$ cat config.mk
export PLATFORM = sky130hd
export DESIGN_NAME = memory_map_config
export DESIGN_NICKNAME = d
export VERILOG_FILES = /design/src/memory_map_config_pkg.sv /design/src/reg_access_if.sv /design/src/memory_map_config.sv /design/src/axil_reg_slave.sv /design/src/map_decoder.sv
export VERILOG_INCLUDE_DIRS = /design/src /design/src/src
export SDC_FILE = /design/constraint.sdc
export NUM_CORES = 1
export LEC_CHECK = 0
export BUFFER_PORTS_ARGS = -buffer_cell sky130_fd_sc_hd__buf_2
export CORE_AREA = 2 2 103 105
export DETAILED_ROUTE_END_ITERATION = 7
export DIE_AREA = 0 0 105 107
export PLACE_DENSITY = 0.8
export REMOVE_ABC_BUFFERS = 1
export SYNTH_ARGS = -nofsm -noshare
export SYNTH_HDL_FRONTEND = slang
export SYNTH_SLANG_ARGS = --single-unit
$ cat constraint.sdc
create_clock -name ref_clk -period 4.34 [get_ports ref_clk]
set_clock_uncertainty 0.05 [all_clocks]
set_input_delay 0.651 -clock ref_clk [delete_from_list [all_inputs] [get_ports ref_clk]]
set_output_delay 0.651 -clock ref_clk [all_outputs]
set_load 0.01 [all_outputs]
$ cat src/memory_map_config_regs.svh
`ifndef MEMORY_MAP_CONFIG_REGS_SVH
`define MEMORY_MAP_CONFIG_REGS_SVH

// register indices; byte address is four times the index
`define IDX_OPTIONS      14'h1039
`define IDX_PLACEMENT    14'h103D
`define IDX_CONFIG       14'h103F
`define IDX_NV_PROGRAM   14'h1041

// reset values
`define PLACEMENT_RESET  8'h01
`define OPTIONS_RESET    8'h00
`define EE_PAGE_TOP      4'hF

// options register field positions and masks
`define OPT_IRQ_EDGE     5
`define OPT_OSC_DELAY    4
`define OPT_IMPL_MASK    8'hFB
`define OPT_ANYTIME_MASK 8'hC8
`define OPT_ONCE_MASK    8'h33

// timing counts
`define WINDOW_E_CYCLES  7'd64
`define LOAD_SYNC_CYCLES 2'd3

// AXI responses
`define RESP_OKAY        2'b00
`define RESP_SLVERR      2'b10

`endif

$ cat src/memory_map_config_pkg.sv
package memory_map_config_pkg;
    // encoding is {mode B pin, mode A pin}
    typedef enum logic [1:0] {
        MODE_BOOT   = 2'b00,
        MODE_TEST   = 2'b01,
        MODE_SINGLE = 2'b10,
        MODE_EXP    = 2'b11
    } mode_e;

    typedef enum logic [1:0] {
        ST_HOLD = 2'b00,
        ST_LOAD = 2'b01,
        ST_RUN  = 2'b11
    } init_state_e;

    typedef enum logic [2:0] {
        REG_EXTERNAL = 3'h0,
        REG_CTRL     = 3'h1,
        REG_RAM      = 3'h2,
        REG_EEPROM   = 3'h3,
        REG_ROM      = 3'h4
    } region_e;
endpackage

$ cat src/reg_access_if.sv
interface reg_access_if #(parameter int IW = 14);
    logic          wrStb;
    logic [IW-1:0] wrIdx;
    logic [7:0]    wrData;
    logic          wrLane0;
    logic          wrHit;
    logic [IW-1:0] rdIdx;
    logic [7:0]    rdData;
    logic          rdHit;

    modport bus  (output wrStb, wrIdx, wrData, wrLane0, rdIdx,
                  input  wrHit, rdData, rdHit);
    modport regs (input  wrStb, wrIdx, wrData, wrLane0, rdIdx,
                  output wrHit, rdData, rdHit);
endinterface

$ cat src/memory_map_config.sv
module memory_map_config
    import memory_map_config_pkg::*;
#(
    parameter int          AW           = 16,
    parameter int          E_DIV        = 4,
    parameter logic        REMAP        = 1'b0,
    parameter logic        SECURITY_OPT = 1'b1,
    parameter int          RAM_BYTES    = 512,
    parameter logic [15:0] EE_BASE      = 16'hB600,
    parameter int          EE_BYTES     = 512,
    parameter logic [15:0] ROM_BASE     = 16'hD000
) (
    // clock and reset
    input  wire logic          ref_clk,
    input  wire logic          sys_rst,
    // AXI4-Lite register bus
    input  wire logic [AW-1:0] s_axi_awaddr,
    input  wire logic          s_axi_awvalid,
    output logic               s_axi_awready,
    input  wire logic [31:0]   s_axi_wdata,
    input  wire logic [3:0]    s_axi_wstrb,
    input  wire logic          s_axi_wvalid,
    output logic               s_axi_wready,
    output logic [1:0]         s_axi_bresp,
    output logic               s_axi_bvalid,
    input  wire logic          s_axi_bready,
    input  wire logic [AW-1:0] s_axi_araddr,
    input  wire logic          s_axi_arvalid,
    output logic               s_axi_arready,
    output logic [31:0]        s_axi_rdata,
    output logic [1:0]         s_axi_rresp,
    output logic               s_axi_rvalid,
    input  wire logic          s_axi_rready,
    // pins
    input  wire logic          modeAPin,
    input  wire logic          modeBPin,
    input  wire logic [7:0]    nvConfigByte,
    input  wire logic          testResetDisable,
    // cpu address to decode
    input  wire logic [15:0]   cpuAddr,
    // decode and control outputs
    output region_e            region,
    output logic               watchdogEnable,
    output logic               securityOn,
    output logic               irqEdgeOnly,
    output logic               oscStartupDelayEn,
    output logic [1:0]         watchdogRateSel,
    output logic               specialModeFlag,
    output logic               initDone,
    // nonvolatile byte programming
    output logic               nvProgStb,
    output logic [7:0]         nvProgData
);
    `include "memory_map_config_regs.svh"

    localparam int IW = AW - 2;

    if (E_DIV < 2 || E_DIV > 255 || AW < 16 || AW > 32) begin : g_chk
        $error("memory_map_config: unsupported E_DIV or AW");
    end

    reg_access_if #(.IW(IW)) ra ();

    axil_reg_slave #(.AW(AW)) u_slave (
        .clk     (ref_clk),
        .rst     (sys_rst),
        .awaddr  (s_axi_awaddr),
        .awvalid (s_axi_awvalid),
        .awready (s_axi_awready),
        .wdata   (s_axi_wdata),
        .wstrb   (s_axi_wstrb),
        .wvalid  (s_axi_wvalid),
        .wready  (s_axi_wready),
        .bresp   (s_axi_bresp),
        .bvalid  (s_axi_bvalid),
        .bready  (s_axi_bready),
        .araddr  (s_axi_araddr),
        .arvalid (s_axi_arvalid),
        .arready (s_axi_arready),
        .rdata   (s_axi_rdata),
        .rresp   (s_axi_rresp),
        .rvalid  (s_axi_rvalid),
        .rready  (s_axi_rready),
        .ra      (ra)
    );

    // pin synchronisers
    logic [10:0] pinMeta_ff, pinSync_ff;
    logic [7:0]  nvSync;
    logic        modeASync, modeBSync, testDisSync;

    always_ff @(posedge ref_clk or posedge sys_rst) begin
        if (sys_rst) begin
            pinMeta_ff <= 11'h000;
            pinSync_ff <= 11'h000;
        end else begin
            pinMeta_ff <= {testResetDisable, modeBPin, modeAPin, nvConfigByte};
            pinSync_ff <= pinMeta_ff;
        end
    end

    assign nvSync      = pinSync_ff[7:0];
    assign modeASync   = pinSync_ff[8];
    assign modeBSync   = pinSync_ff[9];
    assign testDisSync = pinSync_ff[10];

    // reset sequence: wait for synchronisers, load latches, run
    init_state_e state_ff, nxt_state;
    logic [1:0]  holdCnt_ff, nxt_holdCnt;
    mode_e       mode_ff, nxt_mode;

    always_comb begin
        nxt_state   = state_ff;
        nxt_holdCnt = holdCnt_ff;
        nxt_mode    = mode_ff;
        case (state_ff)
            ST_HOLD: begin
                nxt_holdCnt = holdCnt_ff + 2'd1;
                if (holdCnt_ff == `LOAD_SYNC_CYCLES - 2'd1)
                    nxt_state = ST_LOAD;
            end
            ST_LOAD: begin
                nxt_state = ST_RUN;
                nxt_mode  = mode_e'({modeBSync, modeASync});
            end
            ST_RUN:  nxt_state = ST_RUN;
            default: nxt_state = ST_HOLD;
        endcase
    end

    always_ff @(posedge ref_clk or posedge sys_rst) begin
        if (sys_rst) begin
            state_ff   <= ST_HOLD;
            holdCnt_ff <= 2'd0;
            mode_ff    <= MODE_SINGLE;
        end else begin
            state_ff   <= nxt_state;
            holdCnt_ff <= nxt_holdCnt;
            mode_ff    <= nxt_mode;
        end
    end

    logic  isSpecial, running;
    mode_e loadMode;

    assign loadMode  = mode_e'({modeBSync, modeASync});
    assign isSpecial = !mode_ff[1];
    assign running   = (state_ff == ST_RUN);

    // watchdog latch copy kept across reset, hence no reset on this flop
    logic cfgWd_ff, wdHold_ff;

    always_ff @(posedge ref_clk) begin
        if (running)
            wdHold_ff <= cfgWd_ff;
    end

    // configuration working latches
    logic [3:0] cfgPage_ff, nxt_cfgPage;
    logic       cfgSec_ff, cfgRom_ff, cfgEe_ff;
    logic       nxt_cfgSec, nxt_cfgWd, nxt_cfgRom, nxt_cfgEe;
    logic       loadSpecial, loadExpTest, loadSingleBoot;

    always_comb begin
        loadSpecial    = !loadMode[1];
        loadExpTest    = loadMode[0];
        loadSingleBoot = !loadMode[0];
        nxt_cfgPage    = cfgPage_ff;
        nxt_cfgSec     = cfgSec_ff;
        nxt_cfgWd      = cfgWd_ff;
        nxt_cfgRom     = cfgRom_ff;
        nxt_cfgEe      = cfgEe_ff;
        if (state_ff == ST_LOAD) begin
            nxt_cfgSec = !SECURITY_OPT || loadExpTest || nvSync[3];
            nxt_cfgWd  = loadSpecial ? wdHold_ff : nvSync[2];
            if (REMAP) begin
                nxt_cfgPage = loadSingleBoot ? `EE_PAGE_TOP : nvSync[7:4];
                nxt_cfgRom  = 1'b1;
                if (loadSingleBoot)
                    nxt_cfgEe = 1'b1;
                else if (loadMode == MODE_TEST)
                    nxt_cfgEe = 1'b0;
                else
                    nxt_cfgEe = nvSync[0];
            end else begin
                nxt_cfgPage = 4'h0;
                nxt_cfgRom  = (loadMode == MODE_SINGLE) || nvSync[1];
                nxt_cfgEe   = nvSync[0];
            end
        end
    end

    always_ff @(posedge ref_clk or posedge sys_rst) begin
        if (sys_rst) begin
            cfgPage_ff <= `EE_PAGE_TOP;
            cfgSec_ff  <= 1'b1;
            cfgWd_ff   <= 1'b1;
            cfgRom_ff  <= 1'b1;
            cfgEe_ff   <= 1'b0;
        end else begin
            cfgPage_ff <= nxt_cfgPage;
            cfgSec_ff  <= nxt_cfgSec;
            cfgWd_ff   <= nxt_cfgWd;
            cfgRom_ff  <= nxt_cfgRom;
            cfgEe_ff   <= nxt_cfgEe;
        end
    end

    // E clock enable and 64-cycle write window
    logic [7:0] eDiv_ff, nxt_eDiv;
    logic [6:0] winCnt_ff, nxt_winCnt;
    logic       eTick, winOpen;

    assign eTick   = (eDiv_ff == 8'(E_DIV - 1));
    assign winOpen = running && (winCnt_ff < `WINDOW_E_CYCLES);

    always_comb begin
        nxt_eDiv   = eTick ? 8'h00 : eDiv_ff + 8'h01;
        nxt_winCnt = winCnt_ff;
        if (running && eTick && winOpen)
            nxt_winCnt = winCnt_ff + 7'd1;
    end

    always_ff @(posedge ref_clk or posedge sys_rst) begin
        if (sys_rst) begin
            eDiv_ff   <= 8'h00;
            winCnt_ff <= 7'd0;
        end else begin
            eDiv_ff   <= nxt_eDiv;
            winCnt_ff <= nxt_winCnt;
        end
    end

    // placement, options and programming writes
    logic [7:0] place_ff, nxt_place, opt_ff, nxt_opt, nxt_progData;
    logic       placeDone_ff, nxt_placeDone, optDone_ff, nxt_optDone, nxt_progStb;
    logic       wrOk;

    always_comb begin
        wrOk          = ra.wrStb && ra.wrLane0 && running;
        nxt_place     = place_ff;
        nxt_placeDone = placeDone_ff;
        nxt_opt       = opt_ff;
        nxt_optDone   = optDone_ff;
        nxt_progStb   = 1'b0;
        nxt_progData  = nvProgData;
        if (wrOk && ra.wrIdx == IW'(`IDX_PLACEMENT)) begin
            if (isSpecial) begin
                nxt_place = ra.wrData;
            end else if (winOpen && !placeDone_ff) begin
                nxt_place     = ra.wrData;
                nxt_placeDone = 1'b1;
            end
        end
        if (wrOk && ra.wrIdx == IW'(`IDX_OPTIONS)) begin
            if (isSpecial) begin
                nxt_opt = ra.wrData & `OPT_IMPL_MASK;
            end else begin
                nxt_opt = (opt_ff & ~`OPT_ANYTIME_MASK) | (ra.wrData & `OPT_ANYTIME_MASK);
                if (winOpen && !optDone_ff) begin
                    nxt_opt = (nxt_opt & ~`OPT_ONCE_MASK)
                            | (ra.wrData & `OPT_ONCE_MASK);
                    nxt_optDone = 1'b1;
                end
            end
        end
        if (wrOk && ra.wrIdx == IW'(`IDX_NV_PROGRAM)) begin
            nxt_progStb  = 1'b1;
            nxt_progData = ra.wrData;
        end
    end

    always_ff @(posedge ref_clk or posedge sys_rst) begin
        if (sys_rst) begin
            place_ff     <= `PLACEMENT_RESET;
            placeDone_ff <= 1'b0;
            opt_ff       <= `OPTIONS_RESET;
            optDone_ff   <= 1'b0;
            nvProgStb    <= 1'b0;
            nvProgData   <= 8'h00;
        end else begin
            place_ff     <= nxt_place;
            placeDone_ff <= nxt_placeDone;
            opt_ff       <= nxt_opt;
            optDone_ff   <= nxt_optDone;
            nvProgStb    <= nxt_progStb;
            nvProgData   <= nxt_progData;
        end
    end

    // register reads and address hits; late writes still answer OKAY
    logic [7:0] cfgRead;

    always_comb begin
        if (REMAP)
            cfgRead = {cfgPage_ff, cfgSec_ff, cfgWd_ff, 1'b1, cfgEe_ff};
        else
            cfgRead = {4'h0, cfgSec_ff, cfgWd_ff, cfgRom_ff, cfgEe_ff};
        ra.rdHit  = 1'b1;
        ra.rdData = 8'h00;
        case (ra.rdIdx)
            IW'(`IDX_CONFIG):     ra.rdData = cfgRead;
            IW'(`IDX_PLACEMENT):  ra.rdData = place_ff;
            IW'(`IDX_OPTIONS):    ra.rdData = opt_ff;
            IW'(`IDX_NV_PROGRAM): ra.rdData = nvSync;
            default:              ra.rdHit  = 1'b0;
        endcase
        case (ra.wrIdx)
            IW'(`IDX_CONFIG), IW'(`IDX_PLACEMENT),
            IW'(`IDX_OPTIONS), IW'(`IDX_NV_PROGRAM): ra.wrHit = 1'b1;
            default:                                 ra.wrHit = 1'b0;
        endcase
    end

    // registered control outputs
    logic nxt_wdEn;

    always_comb begin
        if (isSpecial)
            nxt_wdEn = !testDisSync;
        else
            nxt_wdEn = !cfgWd_ff;
    end

    always_ff @(posedge ref_clk or posedge sys_rst) begin
        if (sys_rst) begin
            watchdogEnable  <= 1'b0;
            securityOn      <= 1'b0;
            specialModeFlag <= 1'b0;
            initDone        <= 1'b0;
        end else begin
            watchdogEnable  <= running && nxt_wdEn;
            securityOn      <= running && !cfgSec_ff;
            specialModeFlag <= running && isSpecial;
            initDone        <= running;
        end
    end

    assign irqEdgeOnly       = opt_ff[`OPT_IRQ_EDGE];
    assign oscStartupDelayEn = opt_ff[`OPT_OSC_DELAY];
    assign watchdogRateSel   = opt_ff[1:0];

    map_decoder #(
        .REMAP     (REMAP),
        .RAM_BYTES (RAM_BYTES),
        .EE_BASE   (EE_BASE),
        .EE_BYTES  (EE_BYTES),
        .ROM_BASE  (ROM_BASE)
    ) u_decoder (
        .clk     (ref_clk),
        .rst     (sys_rst),
        .addr    (cpuAddr),
        .regPage (place_ff[3:0]),
        .ramPage (place_ff[7:4]),
        .eePage  (cfgPage_ff),
        .eeprom_present    (cfgEe_ff),
        .rom_present   (cfgRom_ff || (mode_ff == MODE_SINGLE)),
        .region  (region)
    );
endmodule // memory_map_config

$ cat src/axil_reg_slave.sv
module axil_reg_slave #(
    parameter int AW = 16
) (
    input  wire logic          clk,
    input  wire logic          rst,
    input  wire logic [AW-1:0] awaddr,
    input  wire logic          awvalid,
    output logic               awready,
    input  wire logic [31:0]   wdata,
    input  wire logic [3:0]    wstrb,
    input  wire logic          wvalid,
    output logic               wready,
    output logic [1:0]         bresp,
    output logic               bvalid,
    input  wire logic          bready,
    input  wire logic [AW-1:0] araddr,
    input  wire logic          arvalid,
    output logic               arready,
    output logic [31:0]        rdata,
    output logic [1:0]         rresp,
    output logic               rvalid,
    input  wire logic          rready,
    reg_access_if.bus          ra
);
    `include "memory_map_config_regs.svh"

    logic          awHeld_ff, wHeld_ff, nxt_awHeld, nxt_wHeld;
    logic [AW-3:0] awIdx_ff, nxt_awIdx;
    logic [7:0]    wByte_ff, nxt_wByte;
    logic          wLane_ff, nxt_wLane;
    logic          nxt_bvalid, nxt_rvalid;
    logic [1:0]    nxt_bresp, nxt_rresp;
    logic [31:0]   nxt_rdata;

    assign ra.wrStb   = awHeld_ff && wHeld_ff && !bvalid;
    assign ra.wrIdx   = awIdx_ff;
    assign ra.wrData  = wByte_ff;
    assign ra.wrLane0 = wLane_ff;
    assign ra.rdIdx   = araddr[AW-1:2];

    always_comb begin
        nxt_awHeld = awHeld_ff;
        nxt_wHeld  = wHeld_ff;
        nxt_awIdx  = awIdx_ff;
        nxt_wByte  = wByte_ff;
        nxt_wLane  = wLane_ff;
        nxt_bvalid = bvalid && !bready;
        nxt_bresp  = bresp;
        nxt_rvalid = rvalid && !rready;
        nxt_rresp  = rresp;
        nxt_rdata  = rdata;
        if (awvalid && awready) begin
            nxt_awHeld = 1'b1;
            nxt_awIdx  = awaddr[AW-1:2];
        end
        if (wvalid && wready) begin
            nxt_wHeld = 1'b1;
            nxt_wByte = wdata[7:0];
            nxt_wLane = wstrb[0];
        end
        if (ra.wrStb) begin
            nxt_awHeld = 1'b0;
            nxt_wHeld  = 1'b0;
            nxt_bvalid = 1'b1;
            nxt_bresp  = ra.wrHit ? `RESP_OKAY : `RESP_SLVERR;
        end
        if (arvalid && arready) begin
            nxt_rvalid = 1'b1;
            nxt_rresp  = ra.rdHit ? `RESP_OKAY : `RESP_SLVERR;
            nxt_rdata  = {24'h000000, ra.rdData};
        end
    end

    always_ff @(posedge clk or posedge rst) begin
        if (rst) begin
            awHeld_ff <= 1'b0;
            wHeld_ff  <= 1'b0;
            awIdx_ff  <= '0;
            wByte_ff  <= 8'h00;
            wLane_ff  <= 1'b0;
            bvalid    <= 1'b0;
            bresp     <= `RESP_OKAY;
            rvalid    <= 1'b0;
            rresp     <= `RESP_OKAY;
            rdata     <= 32'h00000000;
            awready   <= 1'b1;
            wready    <= 1'b1;
            arready   <= 1'b1;
        end else begin
            awHeld_ff <= nxt_awHeld;
            wHeld_ff  <= nxt_wHeld;
            awIdx_ff  <= nxt_awIdx;
            wByte_ff  <= nxt_wByte;
            wLane_ff  <= nxt_wLane;
            bvalid    <= nxt_bvalid;
            bresp     <= nxt_bresp;
            rvalid    <= nxt_rvalid;
            rresp     <= nxt_rresp;
            rdata     <= nxt_rdata;
            awready   <= !nxt_awHeld && !nxt_bvalid;
            wready    <= !nxt_wHeld && !nxt_bvalid;
            arready   <= !nxt_rvalid;
        end
    end
endmodule // axil_reg_slave

$ cat src/map_decoder.sv
module map_decoder
    import memory_map_config_pkg::*;
#(
    parameter logic        REMAP     = 1'b0,
    parameter int          RAM_BYTES = 512,
    parameter logic [15:0] EE_BASE   = 16'hB600,
    parameter int          EE_BYTES  = 512,
    parameter logic [15:0] ROM_BASE  = 16'hD000
) (
    input  wire logic        clk,
    input  wire logic        rst,
    input  wire logic [15:0] addr,
    input  wire logic [3:0]  regPage,
    input  wire logic [3:0]  ramPage,
    input  wire logic [3:0]  eePage,
    input  wire logic        eeprom_present,
    input  wire logic        rom_present,
    output region_e          region
);
    logic    hitCtrl, hitRam, hitEe, hitRom;
    region_e nxt_region;

    always_comb begin
        hitCtrl = (addr[15:12] == regPage) && (addr[11:6] == 6'h00);
        hitRam  = (addr[15:12] == ramPage) && ({4'h0, addr[11:0]} < 16'(RAM_BYTES));
        if (REMAP)
            hitEe = eeprom_present && (addr[15:12] == eePage) && addr[11];
        else
            hitEe = eeprom_present && (addr >= EE_BASE) && ((addr - EE_BASE) < 16'(EE_BYTES));
        hitRom  = rom_present && (addr >= ROM_BASE);
        if (hitCtrl)
            nxt_region = REG_CTRL;
        else if (hitRam)
            nxt_region = REG_RAM;
        else if (hitEe)
            nxt_region = REG_EEPROM;
        else if (hitRom)
            nxt_region = REG_ROM;
        else
            nxt_region = REG_EXTERNAL;
    end

    always_ff @(posedge clk or posedge rst) begin
        if (rst)
            region <= REG_EXTERNAL;
        else
            region <= nxt_region;
    end
endmodule // map_decoder

==> summary.md, run 1 <==
| Metric | Value |
|---|---|
| Final setup vio count | 0 |
| DP Wirelength | about 7100 um |
| Critical path launch point | u_slave.ra.wrIdx[8] |
| DIE AREA | between 10000 and 15000 um^2 |
| CP top delay family | simple AND/OR/NAND/NOR gates |
| Seq cells post-synth | around 120 |
| Vias in the first global route | approximately 3400 |
| Initial detailed-routing violation count | 95 |
| CTS tree | built |
| CP Class | flop to flop |
| Mapped Cells | just under 400 |
| CTS Buf Count | 17 |
| Die H | about 110 um |
| Global-route wire length before repair | 16200 um |
| Final Hold Viols | 0 |
| Synth cell types | a little over 50 |
| R2R Path Start | u_slave.ra.wrIdx[8] |
| RePlAce Congestion | approximately 0.83 |
| Fin area | 6180 um^2 |
| CTS root buf | clkbuf_8 |
| Worst-Skew Late Latency | 0.52 ns |
| Synth warnings | 0 |
| Slew of the pin with the lowest slew margin | just under 0.7 ns |
| Worst slew margin | about 53% |
| Worst slack at placement | ~1.8 ns |
| Tmin final | between 2 and 2.5 ns |
| Pre-antenna DRT Iters | 4 |
| CP bufs+invs | 0 |
| Max Root-Sink Buffers | 2 |
| Setup Buffers After CTS | 0 |
| Min Hold Slack | 0.185 ns |
| Hold Path Class | primary input to asynchronous set/reset pin |
| Chip width | roughly 110 um |
| Required time of the critical path | 4.69 ns |
| Fin crit share | 55.7% |
| Placed standard-cell area | 5630 um^2 |
| Post-Layout Cell Count | between 600 and 700 |
| Startpoint Class | flop |
| Commonest non-fill, non-tap cells in the layout | dfrtp_1, buf_2, mux2_2 |
| Most common cell after layout, fill and taps aside | dfrtp_1 |
| Initial antenna violation count | 0 |
| Critical Path AT | 2.76 ns |
| Mapped Area | ~5100 um^2 |
| Routed wire length | about 9800 um |
| DRC | 0 |
| Slew Viols, Final | 0 |
| FFs w/ async S/R, synth | between 90 and 100% |
| Num ports | 163 |
| N_diodes | 0 |
| Final core occ | around three fifths |
| Clk pin slew, worst setup/hold paths | 0.06 ns |
| Total of max-cap violations | 0 |
| Post-CTS sizing | 0 |
| GRT Util Overall | 18.7% |
| VDD IR-drop max | approximately 0.37 mV |
| Crit-path max cell delay | between 0.5 and 0.6 ns |
| Share of cells above drive strength 1 | roughly 41% |
| RSZ-0062 raised after global routing | false |
| Critical Path Sink | nvProgData[3] |
| Number of flops mapped to enable cells by yosys | 1 |
| Worst setup margin | slightly below 2 ns |
| Sink Count | approximately 120 |
| Largest net degree at the start of global routing | 57 |
| # fillers | approximately 820 |
| Mean Syn Cell Area | 12.9 um^2 |
| Stages on worst setup path | 4 |
| Initial Utilization | 50.5% |
| Total gr overflow | 0 |
| Outcome | completed |
| Placeable Area | 10100 um^2 |
| R2r endpoint | nvProgData[3] |
| CP max-delay cell | or4b_4 |
| Layout Nets | between 600 and 700 |
| Via count | between 3000 and 4000 |
| Htree depth | 4 |
| Power per cell area | around 500 nW/um^2 |
| Hold buffers post-CTS | 0 |
| Most used DFF post-synth | dfrtp_1 |
| IO Port Bufs | slightly below 100 |
| Via density per instance | roughly 5 |
| F_max | ~0.41 GHz |
| Reg-to-reg slack, setup | 1.92 ns |
| Nature of the critical path endpoint | flop |
| Post-synthesis sequential area ratio | roughly three fifths |
| Post-route antenna net violation count | 0 |
| Routed len/inst | 15.0 um |
| Layout area overhead | 21.3% |
| Total power | slightly above 3 mW |
| Cell chain of the critical path | or4b_4, nor4_4, nor3b_4, mux2_2 |
| Max Fanout on Critical Path | 8 |
| Placed Cells | between 600 and 700 |
| # rows | 37 |
| Setup tns final | 0 ns |
| Reg2Reg Depth | 4 |
| P_leak | about 3.0 nW |
-- state kept, by name (all words and copies together), names as in the netlist, 2 cells and up --
name,cells
holdCnt_ff,2
eDiv_ff,8
place_ff,8
u_slave.ra.wrData,8
state_ff,2
u_slave.ra.wrIdx,14
pinMeta_ff,11
opt_ff,7
u_slave.rdata,8
mode_ff,2
nvProgData,8
pinSync_ff,11
u_decoder.region,3
winCnt_ff,7
-- routing by layer --
layer | vias to the layer above | share of wire (%) | track usage, %
met5 | - | 0 | 0
li1 | 1570 | - | -
met1 | 1651 | 44 | 23.4
met3 | 18 | 5.7 | 5.71
met4 | 0 | 2.0 | 8.00
met2 | 107 | 48 | 30.4
-- cell usage after synthesis, types with 4 or more instances --
cell        n  share of area [%]
nor4_1      5               0.61
mux2i_1     4               0.79
dfstp_2     8                4.1
dfrtp_1   112                 55
a221oi_1    5               0.86
ha_1        4               0.98
nand3_1     9               0.88
buf_4      28                4.1
o21ai_0    16                1.6
clkbuf_1    7               0.52
a21oi_1     6               0.59
or4b_2      4               0.79
inv_1      10               0.74
nand2_1    18                1.3
mux2_2     54                 12
nor3_1      6               0.59
nor2_1     22                1.6
and3_1      4               0.49
nand4b_1    4               0.69
xor2_1      9                1.5
xnor2_1    11                1.9
-- how the worst min path moves through the flow --
stage | startpoint | endpoint | slack [ns]
2_1_floorplan | pinMeta_ff[0] | pinSync_ff[0] | 0.28
4_1_cts | nvConfigByte[4] | pinMeta_ff[4] | 0.16
3_3_place_gp | pinMeta_ff[5] | pinSync_ff[5] | 0.28
5_1_grt | nvConfigByte[7] | pinMeta_ff[7] | 0.16
3_5_place_dp | pinMeta_ff[9] | pinSync_ff[9] | 0.28
6_report | sys_rst | pinSync_ff[2] | 0.19
-- kinds of logic (layout without fill, tap and decap cells) --
logic type,count (synthesis),in the layout,synth area share (%)
buffers and inverters,47,144,5.55
muxes,58,58,12.7
DFF,121,121,59.7
adders and majority gates,4,4,0.983
and+or+nand+nor,96,96,11.3
other,1,26,0.0736
AOI/OAI and AO/OA,48,48,6.21
xor gates and xnor gates,20,20,3.44
-- cell type report --
cell class	instances	area, um^2	area share, %
clock inverters	14	116	1.88
repair buffers	102	518	8.39
well taps	136	170	2.75
inverters	10	40.0	0.648
flip-flops and latches	121	3040	49.3
multi-input cells	252	1860	30.1
clock buffers	18	428	6.93
-- power breakdown --
| group | leakage, nW | switching [mW] | internal (mW) |
|---|---|---|---|
| sequential | 1.48 | 0.135 | 1.31 |
| combinational | 1.27 | 0.191 | 0.205 |
| clock | 0.256 | 0.527 | 0.726 |
Power figures use the tool's default switching activity.
==> inputs of run 2 (changes only) <==
ABC_AREA = 1   (was unset)
CORE_AREA = 2 2 111 113   (was 2 2 103 105)
DIE_AREA = 0 0 113 115   (was 0 0 105 107)
PLACE_DENSITY = 0.76   (was 0.8)
clock period = 1.94 ns   (was 4.34 ns; I/O delays follow)
==> run 2 against run 1 <==
Against the previous run:
- the run now ends with DRC left
- maximum frequency up 40%
- sequential share of layout area down 3.4 points
- sequential cell count unchanged
- non-clock buffer count up 19
- sequential power up 120%
- utilization down 5.0 points
- count of clock-buffer cells in the layout up 4
- largest cell class unchanged
- die area up 16%
- register-to-register slack worse by 1.7 ns
- clock power up 140%
==> summary.md, run 2 <==
| Metric | Value |
|---|---|
| Outcome | finished, violations left (was completed) |
| Failing checks | DRC |
| Worst slack at placement | 0.209 ns (was 1.80 ns) |
| Global-route wire length before repair | 19200 um (was 16200 um) |
| Worst setup margin | 0.210 ns (was 1.92 ns) |
| Max Root-Sink Buffers | 2 (unchanged) |
| Total gr overflow | 0 (unchanged) |
| F_max | 0.578 GHz (was 0.414 GHz) |
| Most used DFF post-synth | dfrtp_1 (unchanged) |
| Final setup vio count | 0 (unchanged) |
| Synth warnings | 0 (unchanged) |
| Fin crit share | 89.2% (was 55.7%) |
| Reg-to-reg slack, setup | 0.21 ns (was 1.92 ns) |
| Post-synth top cells | nand2_1, dfrtp_1, inv_1, nand3_1, nor2_1 (was dfrtp_1, mux2_2, buf_4, nor2_1, nand2_1) |
| Sink Count | 121 (unchanged) |
| Initial detailed-routing violation count | 220 (was 95) |
| Pre-antenna DRT Iters | 7 (was 4) |
| Max Fanout on Critical Path | 16 (was 8) |
| Slew Viols, Final | 0 (unchanged) |
| Post-route antenna net violation count | 0 (unchanged) |
| GRT Util Overall | 18.8% (was 18.7%) |
| Total of max-cap violations | 0 (unchanged) |
| Total power | 7.24 mW (was 3.09 mW) |
| Htree depth | 4 (unchanged) |
| Final Hold Viols | 0 (unchanged) |
| Layout Nets | 821 (was 610) |
| Placeable Area | 11800 um^2 (was 10100 um^2) |
| Share of cells above drive strength 1 | 23.9% (was 40.6%) |
| IO Port Bufs | 99 (unchanged) |
| DP Wirelength | 8320 um (was 7070 um) |
| Commonest non-fill, non-tap cells in the layout | nand2_1, dfrtp_1, buf_2 (was dfrtp_1, buf_2, mux2_2) |
| Clk pin slew, worst setup/hold paths | 0.06 ns (about the same) |
| Seq cells post-synth | 121 (unchanged) |
| VDD IR-drop max | 0.702 mV (was 0.373 mV) |
| Required time of the critical path | 2.17 ns (was 4.69 ns) |
| Initial Utilization | 45.0% (was 50.5%) |
| Most numerous cell in the Yosys netlist | nand2_1 (was dfrtp_1) |
| N_diodes | 0 (unchanged) |
| Most common cell after layout, fill and taps aside | nand2_1 (was dfrtp_1) |
| Max FFs per register | 14 (unchanged) |
| Initial antenna violation count | 0 (unchanged) |
| Worst-Skew Late Latency | 0.41 ns (was 0.52 ns) |
| Post-Layout Cell Count | 875 (was 653) |
| Post-synth top area share | 52.7% (was 55.0%) |
| Layout area overhead | 24.8% (was 21.3%) |
| CP Class | flop to flop (unchanged) |
| DRC | 16 (was 0) |
| Mapped Area | 5320 um^2 (was 5090 um^2) |
| Num ports | 163 (unchanged) |
| Power per cell area | 1090 nW/um^2 (was 501 nW/um^2) |
| Vias in the first global route | 4216 (was 3407) |
| Mapped Cells | 588 (was 395) |
| Via density per instance | 4.83 (was 5.12) |
| Critical Path AT | 1.96 ns (was 2.76 ns) |
| DIE AREA | 13000 um^2 (was 11200 um^2) |
| RSZ-0062 raised after global routing | false (unchanged) |
| Chip width | 113 um (was 105 um) |
| Routed len/inst | 13.0 um (was 15.0 um) |
| Post-synthesis sequential area ratio | 57.2% (was 59.7%) |
| Tmin final | 1.73 ns (was 2.42 ns) |
| Startpoint Class | flop (unchanged) |
| FFs w/ async S/R, synth | 99.2% (unchanged) |
| Dominant cells by area after synthesis | dfrtp_1, nand2_1, nand3_1 (was dfrtp_1, mux2_2, buf_4) |
| CTS tree | built (unchanged) |
| RePlAce Congestion | 0.823 (was 0.833) |
| # rows | 40 (was 37) |
| CTS root buf | clkbuf_16 (was clkbuf_8) |
| P_leak | 3.50 nW (was 3.01 nW) |
| Nature of the critical path endpoint | flop (unchanged) |
| Cell taking the most area after synthesis | dfrtp_1 (unchanged) |
| Hold Path Class | primary input to flop (was primary input to asynchronous set/reset pin) |
| Die H | 115 um (was 107 um) |
| Via count | 4230 (was 3346) |
| Largest net degree at the start of global routing | 48 (was 57) |
| Synth cell types | 38 (was 51) |
| CTS Buf Count | 17 (unchanged) |
| Mean Syn Cell Area | 9.05 um^2 (was 12.9 um^2) |
| Number of flops mapped to enable cells by yosys | 1 (unchanged) |
| Routed wire length | 11400 um (was 9760 um) |
| Setup tns final | 0 ns (unchanged) |
| Placed Cells | 831 (was 621) |
## run 2: what timing repair did
item | CTS | global route
hold buffers | 12 | 0
gates resized for setup | 0 | 0
hold endpoints to repair | 40 | 0
setup buffers | 0 | 0
## run 2: area by class of cell
cell class | count | area, um^2
multi-input combinational | 387 | 1860
clock buffer | 22 | 464
timing repair buffer | 121 | 716
sequential | 121 | 3040
fill | 1051 | 5170
inverter | 67 | 254
tap | 147 | 184
clock inverter | 10 | 119
## run 2: layer usage
layer	GRT usage [%]	wire length (um)
met1	22.6	4870
met2	31.9	5500
met3	5.01	732
met4	8.86	249
met5	0	0
## run 2: report_power, final
part / switching [mW] / total (mW) / internal, mW
Combinational: 0.726 / 1.09 / 0.364
Sequential: 0.206 / 3.10 / 2.89
Clock: 1.09 / 3.05 / 1.96
## run 2: logic make-up after synthesis
logic type      Yosys count  share of synthesized area, %
mux                       1                         0.188
xor+xnor                 16                          2.63
buf+inv                 105                          9.60
simple gates            274                          22.3
other cells               1                        0.0705
compound gates           66                          7.08
flops                   121                          57.2
fa+ha+maj                 4                         0.941
## run 2: worst paths after layout
path | from | endpoint | cells past startpoint
hold / removal | s_axi_wstrb[0] | u_slave.ra.wrLane0 | 3
hold reg to reg | pinMeta_ff[3] | pinSync_ff[3] | 0
min in group asynchronous | sys_rst | nvProgData[6] | 3
setup / recovery | u_slave.ra.wrIdx[5] | place_ff[7] | 7
max in group asynchronous | sys_rst | place_ff[0] | 4
setup reg to reg | u_slave.ra.wrIdx[5] | place_ff[7] | 7
## run 2: per-stage QoR
stage	hold slack [ns]	util [%]	cell area [um^2]
2_1_floorplan	0.272	-	5150
3_3_place_gp	0.281	50.3	5940
3_5_place_dp	0.280	50.3	5940
4_1_cts	0.00594	56.2	6640
5_1_grt	0.0378	56.2	6640
6_report	0.0230	56.2	6640
## run 2: critical path, stage by stage (launching register included)
cell and delay [ns]:
dfrtp_1 0.41, nand2_1 0.10, nor3_2 0.21, nand2_1 0.10
nor2_2 0.15, nand3_2 0.33, nand2_1 0.18, o21ai_2 0.06
